===== src/rtl/bopbr_defines.vh =====
// Operation codes, field widths, reset values and cycle counts
`ifndef BOPBR_DEFINES_VH
`define BOPBR_DEFINES_VH

// ************************************************************
// Operation select codes
// ************************************************************
`define BOPBR_OP_NONE        3'h0
`define BOPBR_OP_CLEAR_FILE  3'h1
`define BOPBR_OP_DEC_FILE    3'h2
`define BOPBR_OP_CLEAR_WORK  3'h3
`define BOPBR_OP_DEC_SKIP    3'h4
`define BOPBR_OP_INC_SKIP    3'h5
`define BOPBR_OP_BRANCH      3'h6
`define BOPBR_OP_OR_LITERAL  3'h7

// ************************************************************
// Widths and field positions
// ************************************************************
`define BOPBR_DATA_W         8
`define BOPBR_FADDR_W        7
`define BOPBR_FILE_DEPTH     128
`define BOPBR_PC_W           15
`define BOPBR_LIT_W          11
`define BOPBR_LATCH_W        7
`define BOPBR_LATCH_HI       6
`define BOPBR_LATCH_LO       3

// Destination bit values
`define BOPBR_DEST_WORK      1'b0
`define BOPBR_DEST_FILE      1'b1

// ************************************************************
// Reset values
// ************************************************************
`define BOPBR_RST_DATA       8'h00
`define BOPBR_RST_PC         15'h0000
`define BOPBR_RST_ZERO       1'b0

// ************************************************************
// Cycle counts
// ************************************************************
`define BOPBR_CYCLES_LONG    2

`endif


===== src/rtl/bopbr_alu.v =====
// Result, destination, zero flag and skip decision for one operation
`timescale 1ns/1ps
`include "bopbr_defines.vh"

module bopbr_alu (
	op_sel,
	work_val,
	file_val,
	lit_val,
	dest_sel,
	result,
	write_work,
	write_file,
	update_zero,
	zero_val,
	skip_next
);
	input  wire [2:0]                 op_sel;
	input  wire [`BOPBR_DATA_W-1:0]   work_val;
	input  wire [`BOPBR_DATA_W-1:0]   file_val;
	input  wire [`BOPBR_DATA_W-1:0]   lit_val;
	input  wire                       dest_sel;
	output reg  [`BOPBR_DATA_W-1:0]   result;
	output reg                        write_work;
	output reg                        write_file;
	output reg                        update_zero;
	output reg                        zero_val;
	output reg                        skip_next;

	function is_zero;
		input [`BOPBR_DATA_W-1:0] v;
		begin
			is_zero = (v == `BOPBR_RST_DATA);
		end
	endfunction

	always @* begin
		result      = `BOPBR_RST_DATA;
		write_work  = 1'b0;
		write_file  = 1'b0;
		update_zero = 1'b0;
		zero_val    = 1'b0;
		skip_next   = 1'b0;
		case (op_sel)
		`BOPBR_OP_CLEAR_FILE: begin
			write_file  = 1'b1;
			update_zero = 1'b1;
			zero_val    = 1'b1;
		end
		`BOPBR_OP_DEC_FILE: begin
			result      = file_val - 8'h01;
			write_work  = (dest_sel == `BOPBR_DEST_WORK);
			write_file  = (dest_sel == `BOPBR_DEST_FILE);
			update_zero = 1'b1;
			zero_val    = is_zero(result);
		end
		`BOPBR_OP_CLEAR_WORK: begin
			write_work  = 1'b1;
			update_zero = 1'b1;
			zero_val    = 1'b1;
		end
		`BOPBR_OP_DEC_SKIP: begin
			// Flags stay untouched: update_zero remains low
			result      = file_val - 8'h01;
			write_work  = (dest_sel == `BOPBR_DEST_WORK);
			write_file  = (dest_sel == `BOPBR_DEST_FILE);
			skip_next   = is_zero(result);
		end
		`BOPBR_OP_INC_SKIP: begin
			result      = file_val + 8'h01;
			write_work  = (dest_sel == `BOPBR_DEST_WORK);
			write_file  = (dest_sel == `BOPBR_DEST_FILE);
			skip_next   = is_zero(result);
		end
		`BOPBR_OP_OR_LITERAL: begin
			result      = work_val | lit_val;
			write_work  = 1'b1;
			update_zero = 1'b1;
			zero_val    = is_zero(result);
		end
		default: begin
			result      = `BOPBR_RST_DATA;
		end
		endcase
	end

endmodule


===== src/rtl/bopbr_core.v =====
// Execution unit for clear, decrement, skip, branch and OR-literal ops
`timescale 1ns/1ps
`include "bopbr_defines.vh"

module bopbr_core #(
	parameter FILE_DEPTH = `BOPBR_FILE_DEPTH
) (
	mclk,
	rstn,
	instr_valid,
	op_sel,
	f_addr,
	dest_sel,
	literal_k,
	program_counter_latch_high,
	dbg_addr,
	instr_ready,
	retire,
	nop_cycle,
	working_reg,
	zero_flag,
	pc_out,
	dbg_data
);
	input  wire                        mclk;
	input  wire                        rstn;
	input  wire                        instr_valid;
	input  wire [2:0]                  op_sel;
	input  wire [`BOPBR_FADDR_W-1:0]   f_addr;
	input  wire                        dest_sel;
	input  wire [`BOPBR_LIT_W-1:0]     literal_k;
	input  wire [`BOPBR_LATCH_W-1:0]   program_counter_latch_high;
	input  wire [`BOPBR_FADDR_W-1:0]   dbg_addr;
	output wire                        instr_ready;
	output wire                        retire;
	output wire                        nop_cycle;
	output wire [`BOPBR_DATA_W-1:0]    working_reg;
	output wire                        zero_flag;
	output wire [`BOPBR_PC_W-1:0]      pc_out;
	output wire [`BOPBR_DATA_W-1:0]    dbg_data;

	// ************************************************************
	// State encoding
	// ************************************************************
	localparam [1:0] ST_EXEC = 2'b01;
	localparam [1:0] ST_NOP  = 2'b10;

	// ************************************************************
	// Storage
	// ************************************************************
	// All inputs come from logic on mclk, so none is synchronised.
	reg  [`BOPBR_DATA_W-1:0]   file_q [0:FILE_DEPTH-1];
	reg  [1:0]                 state_q;
	reg  [1:0]                 state_d;
	reg                        ready_q;
	reg                        ready_d;
	reg                        retire_q;
	reg                        nop_q;
	reg  [`BOPBR_DATA_W-1:0]   w_q;
	reg  [`BOPBR_DATA_W-1:0]   w_d;
	reg                        z_q;
	reg                        z_d;
	reg  [`BOPBR_PC_W-1:0]     pc_q;
	reg  [`BOPBR_PC_W-1:0]     pc_d;
	reg  [`BOPBR_DATA_W-1:0]   dbg_q;

	wire                       accept;
	wire [`BOPBR_DATA_W-1:0]   file_val;
	wire [`BOPBR_DATA_W-1:0]   alu_result;
	wire                       alu_write_work;
	wire                       alu_write_file;
	wire                       alu_update_zero;
	wire                       alu_zero_val;
	wire                       alu_skip;
	wire                       is_branch;
	wire                       long_op;
	wire [`BOPBR_PC_W-1:0]     branch_target;

	// An instruction is only taken while no no-op cycle is pending
	assign accept    = instr_valid & ready_q & (state_q == ST_EXEC);
	assign file_val  = file_q[f_addr];
	assign is_branch = (op_sel == `BOPBR_OP_BRANCH);

	// Branch and a taken skip both need the second cycle
	assign long_op   = is_branch | alu_skip;

	assign branch_target = {
		program_counter_latch_high[`BOPBR_LATCH_HI:`BOPBR_LATCH_LO],
		literal_k
	};

	// ************************************************************
	// Operation datapath
	// ************************************************************
	bopbr_alu u_alu (
		.op_sel      (op_sel),
		.work_val    (w_q),
		.file_val    (file_val),
		.lit_val     (literal_k[`BOPBR_DATA_W-1:0]),
		.dest_sel    (dest_sel),
		.result      (alu_result),
		.write_work  (alu_write_work),
		.write_file  (alu_write_file),
		.update_zero (alu_update_zero),
		.zero_val    (alu_zero_val),
		.skip_next   (alu_skip)
	);

	// ************************************************************
	// Next-state logic
	// ************************************************************
	always @* begin
		state_d = state_q;
		ready_d = ready_q;
		w_d     = w_q;
		z_d     = z_q;
		pc_d    = pc_q;
		case (state_q)
		ST_EXEC: begin
			if (accept) begin
				if (alu_write_work) begin
					w_d = alu_result;
				end
				// Skip ops and the branch leave update_zero low
				if (alu_update_zero) begin
					z_d = alu_zero_val;
				end
				if (is_branch) begin
					pc_d = branch_target;
				end else if (alu_skip) begin
					// Skipped word is stepped over at once: the PC advances by two when an accepted skip op gives a zero result
					pc_d = pc_q + 15'h0002;
				end else begin
					pc_d = pc_q + 15'h0001;
				end
				if (long_op) begin
					state_d = ST_NOP;
					ready_d = 1'b0;
				end
			end
		end
		ST_NOP: begin
			// Filler cycle: nothing architectural changes
			state_d = ST_EXEC;
			ready_d = 1'b1;
		end
		default: begin
			state_d = ST_EXEC;
			ready_d = 1'b1;
		end
		endcase
	end

	// ************************************************************
	// Control and architectural registers
	// ************************************************************
	always @(posedge mclk or negedge rstn) begin
		if (!rstn) begin
			state_q  <= ST_EXEC;
			ready_q  <= 1'b1;
			retire_q <= 1'b0;
			nop_q    <= 1'b0;
			w_q      <= `BOPBR_RST_DATA;
			z_q      <= `BOPBR_RST_ZERO;
			pc_q     <= `BOPBR_RST_PC;
			dbg_q    <= `BOPBR_RST_DATA;
		end else begin
			state_q  <= state_d;
			ready_q  <= ready_d;
			retire_q <= accept;
			nop_q    <= (state_d == ST_NOP);
			w_q      <= w_d;
			z_q      <= z_d;
			pc_q     <= pc_d;
			dbg_q    <= file_q[dbg_addr];
		end
	end

	// ************************************************************
	// File registers
	// ************************************************************
	// One write port only; a flop array keeps the read combinational
	// at the cost of area for the full 128-entry file.
	genvar gi;
	generate
		for (gi = 0; gi < FILE_DEPTH; gi = gi + 1) begin : g_file
			always @(posedge mclk or negedge rstn) begin
				if (!rstn) begin
					file_q[gi] <= `BOPBR_RST_DATA;
				end else if (accept && alu_write_file &&
						(f_addr == gi)) begin
					file_q[gi] <= alu_result;
				end
			end
		end
	endgenerate

	// ************************************************************
	// Outputs
	// ************************************************************
	assign instr_ready = ready_q;
	assign retire      = retire_q;
	assign nop_cycle   = nop_q;
	assign working_reg = w_q;
	assign zero_flag   = z_q;
	assign pc_out      = pc_q;
	assign dbg_data    = dbg_q;

endmodule


===== config.mk =====
export PLATFORM = sky130hd
export DESIGN_NAME = bopbr_core
export DESIGN_NICKNAME = d
export VERILOG_FILES = /design/src/rtl/bopbr_alu.v /design/src/rtl/bopbr_core.v
export VERILOG_INCLUDE_DIRS = /design/src /design/src/rtl
export SDC_FILE = /design/constraint.sdc
export NUM_CORES = 2
export LEC_CHECK = 0
export BUFFER_PORTS_ARGS = -buffer_cell sky130_fd_sc_hd__buf_2
export CORE_MARGIN = 2
export CORE_UTILIZATION = 42
export DETAILED_ROUTE_END_ITERATION = 10
export RECOVER_POWER = 25
export SKIP_LAST_GASP = 1
export SLEW_MARGIN = 20
export SYNTH_ARGS = -nofsm -noshare
export SYNTH_HDL_FRONTEND = slang
export SYNTH_SLANG_ARGS = --single-unit

===== constraint.sdc =====
create_clock -name mclk -period 5.1 [get_ports mclk]
set_input_delay 0.51 -clock mclk [delete_from_list [all_inputs] [get_ports mclk]]
set_output_delay 0.51 -clock mclk [all_outputs]
set_load 0.01 [all_outputs]

==> flow_summary.toml <==
[synthesis]
syn_area_per_cell_um2 = 11.24
ys_seq_area_share_pct = 47.99
synthDistinctLibCells = 79
netlist_area_um2 = 55340
synth_edf_count = 0
muxShareOfSynthArea_pct = 25.45
synth-seq-cells = 1061
synth_compound_area_share_pct = 12.21
ys_warn_count = 0
synth_top_family_by_area = "multiplexers"
synthXorXnorAreaFrac_pct = 0.1266
synthFlopType = "dfrtp_1"
synthSimpleGateAreaFrac_pct = 10.39
netlist_instances = 4923
synth.net_count = 4968
synth-adder-area-share_pct = 0.1357
async_flop_share_pct = 100.0

[sta]
hold_viol_final = 0
relSlewSlack_pct = -110.2
max_slew.worst_pin.slew_ns = 3.153
min_period_over_period_pct = 88.81
timing.final.ws_setup_ns = 0.5706
fin_skew_ns = 0.03142
setup_violations = 0
grt_setup_unrepaired = "no"
min_period_ns = 4.529
fmax_ghz = 0.2208
slew_viol_final = 103

[routing]
dr.pass1.iters = 6
drc = 0
routed_via_density = 6.162
wl_per_cell_um = 27.49
totalWireLength_um = 187700
vias = 42090
first_iter_violations = 5030
ant_nets = 0

[power]
switching_share_pct = 27.03
pwr-share-clk_pct = 42.5
cellPowerDensity_nw_per_um2 = 320.5
power.internal_w = 0.01472
power.share.sequential_pct = 44.5
combPwrFrac_pct = 13.0
ir_worst_vdd_uv = 301.9
power_w = 0.02018
p_leak_nw = 26.70
power_switching_w = 0.005454

[status]
violations = "max-capacitance violations, max-slew violations"
outcome = "complete, but fails checks"

[clock_tree]
insertion_delay_ns = 0.75
cts_buffer_depth = 3
clk_pin_slew_worst_paths_ns = 0.06
ctsResizeCount = 0
tritoncts = "built"
cts_buffers = 112
h-tree-depth = 3
cts-root-buf = "clkbuf_16"
clock-sinks = 1061

[global_routing]
antenna_found_initial = 7
grt_pass1_vias = 41200
grt_max_degree = 149
grt_pass1_wl_um = 281600
overflow = 0
grt_use_total_pct = 28.05

[critical_path]
crit_chain = "buf_2 -> and2_1 -> a22oi_1 -> buf_4 -> a21oi_1 -> a211oi_1 -> a31oi_4 -> buf_4 -> ha_1 -> nand2_1 -> o41ai_1 -> and4b_1 -> a21oi_1 -> mux2i_1 -> buf_4 -> nand2_1 -> a311o_1"
crit_slowest_cell = "and2_1"
crit_arrival_ns = 5.14
crit_path_max_fanout = 16
cpPeakStageDelay_ns = 0.89
critical-path-top-delay-family = "compound AO/OA/AOI/OAI gates"
cp_data_required_time_ns = 5.71
crit_type = "in2reg"
path_buf_inv = 4
path_common_cell = "buf_4"
crit_path_end_kind = "register"
startpoint_type = "input port"

[layout]
final_cell_mix = "dfrtp_1 (1,059), nand2_1 (942), o21ai_0 (773), mux4_2 (561), nor2_1 (356)"
fin_nets = 5028
largest_reg_flops = 1024
postLayoutCellArea_um2 = 62970
area_delta_synth_final_pct = 13.79
regMostFlops = "file_q"
final_common_cell = "dfrtp_1"
drive_gt1_share_pct = 22.71

[die]
die_area_um2 = 134700
num_rows = 133
fp.coreArea_um2 = 131100
start_util_pct = 42.20
io_pins = 74
die_w_um = 367.0
die_h_um = 367.0

[flow_run]
max-cap-violations = 1

[placed_design]
gp_congestion = 0.9549
post-place-ws_ns = 0.001410
post_dp_cell_area_um2 = 59210
dpl.hpwl_um = 130300
port_buffers = 70

[worst_hold_path]
hold_class = "in2reg"
## logic make-up after synthesis
logic type | after synthesis
XOR/XNOR | 8
multiplexers | 702
flip-flops | 1061
adder cells (fa/ha/maj) | 6
AO/OA/AOI/OAI | 1251
AND/OR/NAND/NOR | 1438
buffers and inverters | 457
## stage by stage
stage / instances / util (%) / hold slack, ns / setup TNS, ns
5_1_grt: 6827 / 48.01 / 0.07176 / 0
4_1_cts: 6827 / 48.06 / 0.02277 / 0
6_report: 6830 / 48.02 / 0.05475 / 0
3_3_place_gp: 6623 / 45.15 / 0.4584 / -0.01386
2_1_floorplan: 4923 / - / 0.2144 / 0
3_5_place_dp: 6623 / 45.15 / 0.4640 / 0
## cells in the mapped netlist, types with 5 or more instances
master | n | share of area, %
nor4_1 | 5 | 0.057
nand2_1 | 942 | 6.4
dfrtp_1 | 1059 | 48
buf_4 | 39 | 0.53
nand4_1 | 11 | 0.12
or3_1 | 7 | 0.079
xnor2_1 | 5 | 0.079
a31oi_1 | 8 | 0.090
and3_1 | 13 | 0.15
nand3_1 | 27 | 0.24
nor2_1 | 357 | 2.4
mux2_2 | 16 | 0.33
clkbuf_1 | 310 | 2.1
inv_1 | 12 | 0.081
mux4_2 | 561 | 23
o21ai_1 | 12 | 0.11
buf_1 | 45 | 0.31
a311oi_1 | 5 | 0.079
ha_1 | 6 | 0.14
nand2b_1 | 13 | 0.15
mux2i_1 | 124 | 2.2
a22oi_1 | 58 | 0.79
o22ai_1 | 18 | 0.20
nor3_1 | 13 | 0.12
a221oi_1 | 9 | 0.14
nor2b_1 | 7 | 0.079
and2_1 | 16 | 0.18
buf_2 | 33 | 0.30
o21ai_0 | 773 | 7.0
a22o_1 | 9 | 0.14
a211oi_1 | 9 | 0.12
a21oi_1 | 303 | 2.7
buf_6 | 11 | 0.22
## worst min-delay path: cells and delay by family
| family | cells | cell delay [ns] |
|---|---|---|
| buffers and inverters | 1 | 0.09 |
| and+or+nand+nor | 1 | 0.08 |
| AOI/OAI and AO/OA | 1 | 0.07 |
## power groups by stage
stage	logic [W]	clock network, W	registers, W
after global routing	0.00280	0.00899	0.00902
final	0.00263	0.00857	0.00898
after floorplan	0.00143	0	0.00908
after detailed placement	0.00260	0	0.00913
after CTS	0.00261	0.00867	0.00897
after global placement	0.00258	0	0.00911
## what timing repair did
item | in CTS | in global routing
setup endpoints to repair | 0 | 0
hold buffers | 1 | 0
hold endpoints to repair | 93 | 0
setup buffers | 0 | 0
## area by class of cell
cell class	count	area, um^2
antenna	3	7.507
clock buffer	158	3281
clock inverter	45	523.0
fill	11950	68170
inverter	14	52.55
multi-input combinational	3405	26830
sequential	1061	26550
tap	1755	2196
timing repair buffer	389	3526
## path summary, 6_finish.rpt
kind | startpoint | to | slack, ns | depth (start not counted)
max | f_addr[2] | pc_out[6]$_DFFE_PN0P_ | 0.57 | 17
min | program_counter_latch_high[6] | pc_out[14]$_DFFE_PN0P_ | 0.05 | 3
max reg2reg | file_q[298]$_DFFE_PN0P_ | pc_out[6]$_DFFE_PN0P_ | 0.62 | 13
min reg2reg | instr_ready$_DFFE_PN1P_ | instr_ready$_DFFE_PN1P_ | 0.47 | 2
max in group asynchronous | rstn | file_q[436]$_DFFE_PN0P_ | 0.80 | 4
min in group asynchronous | rstn | file_q[938]$_DFFE_PN0P_ | 1.32 | 2
## routing by layer
metal	wire, um	part of all wire, %	GRT usage [%]
met1	76760	41	39.47
met5	12	0.0064	0
met3	18660	9.9	6.597
met2	84090	45	42.16
met4	8223	4.4	11.10
No activity file was read; power rests on OpenSTA's default activity.
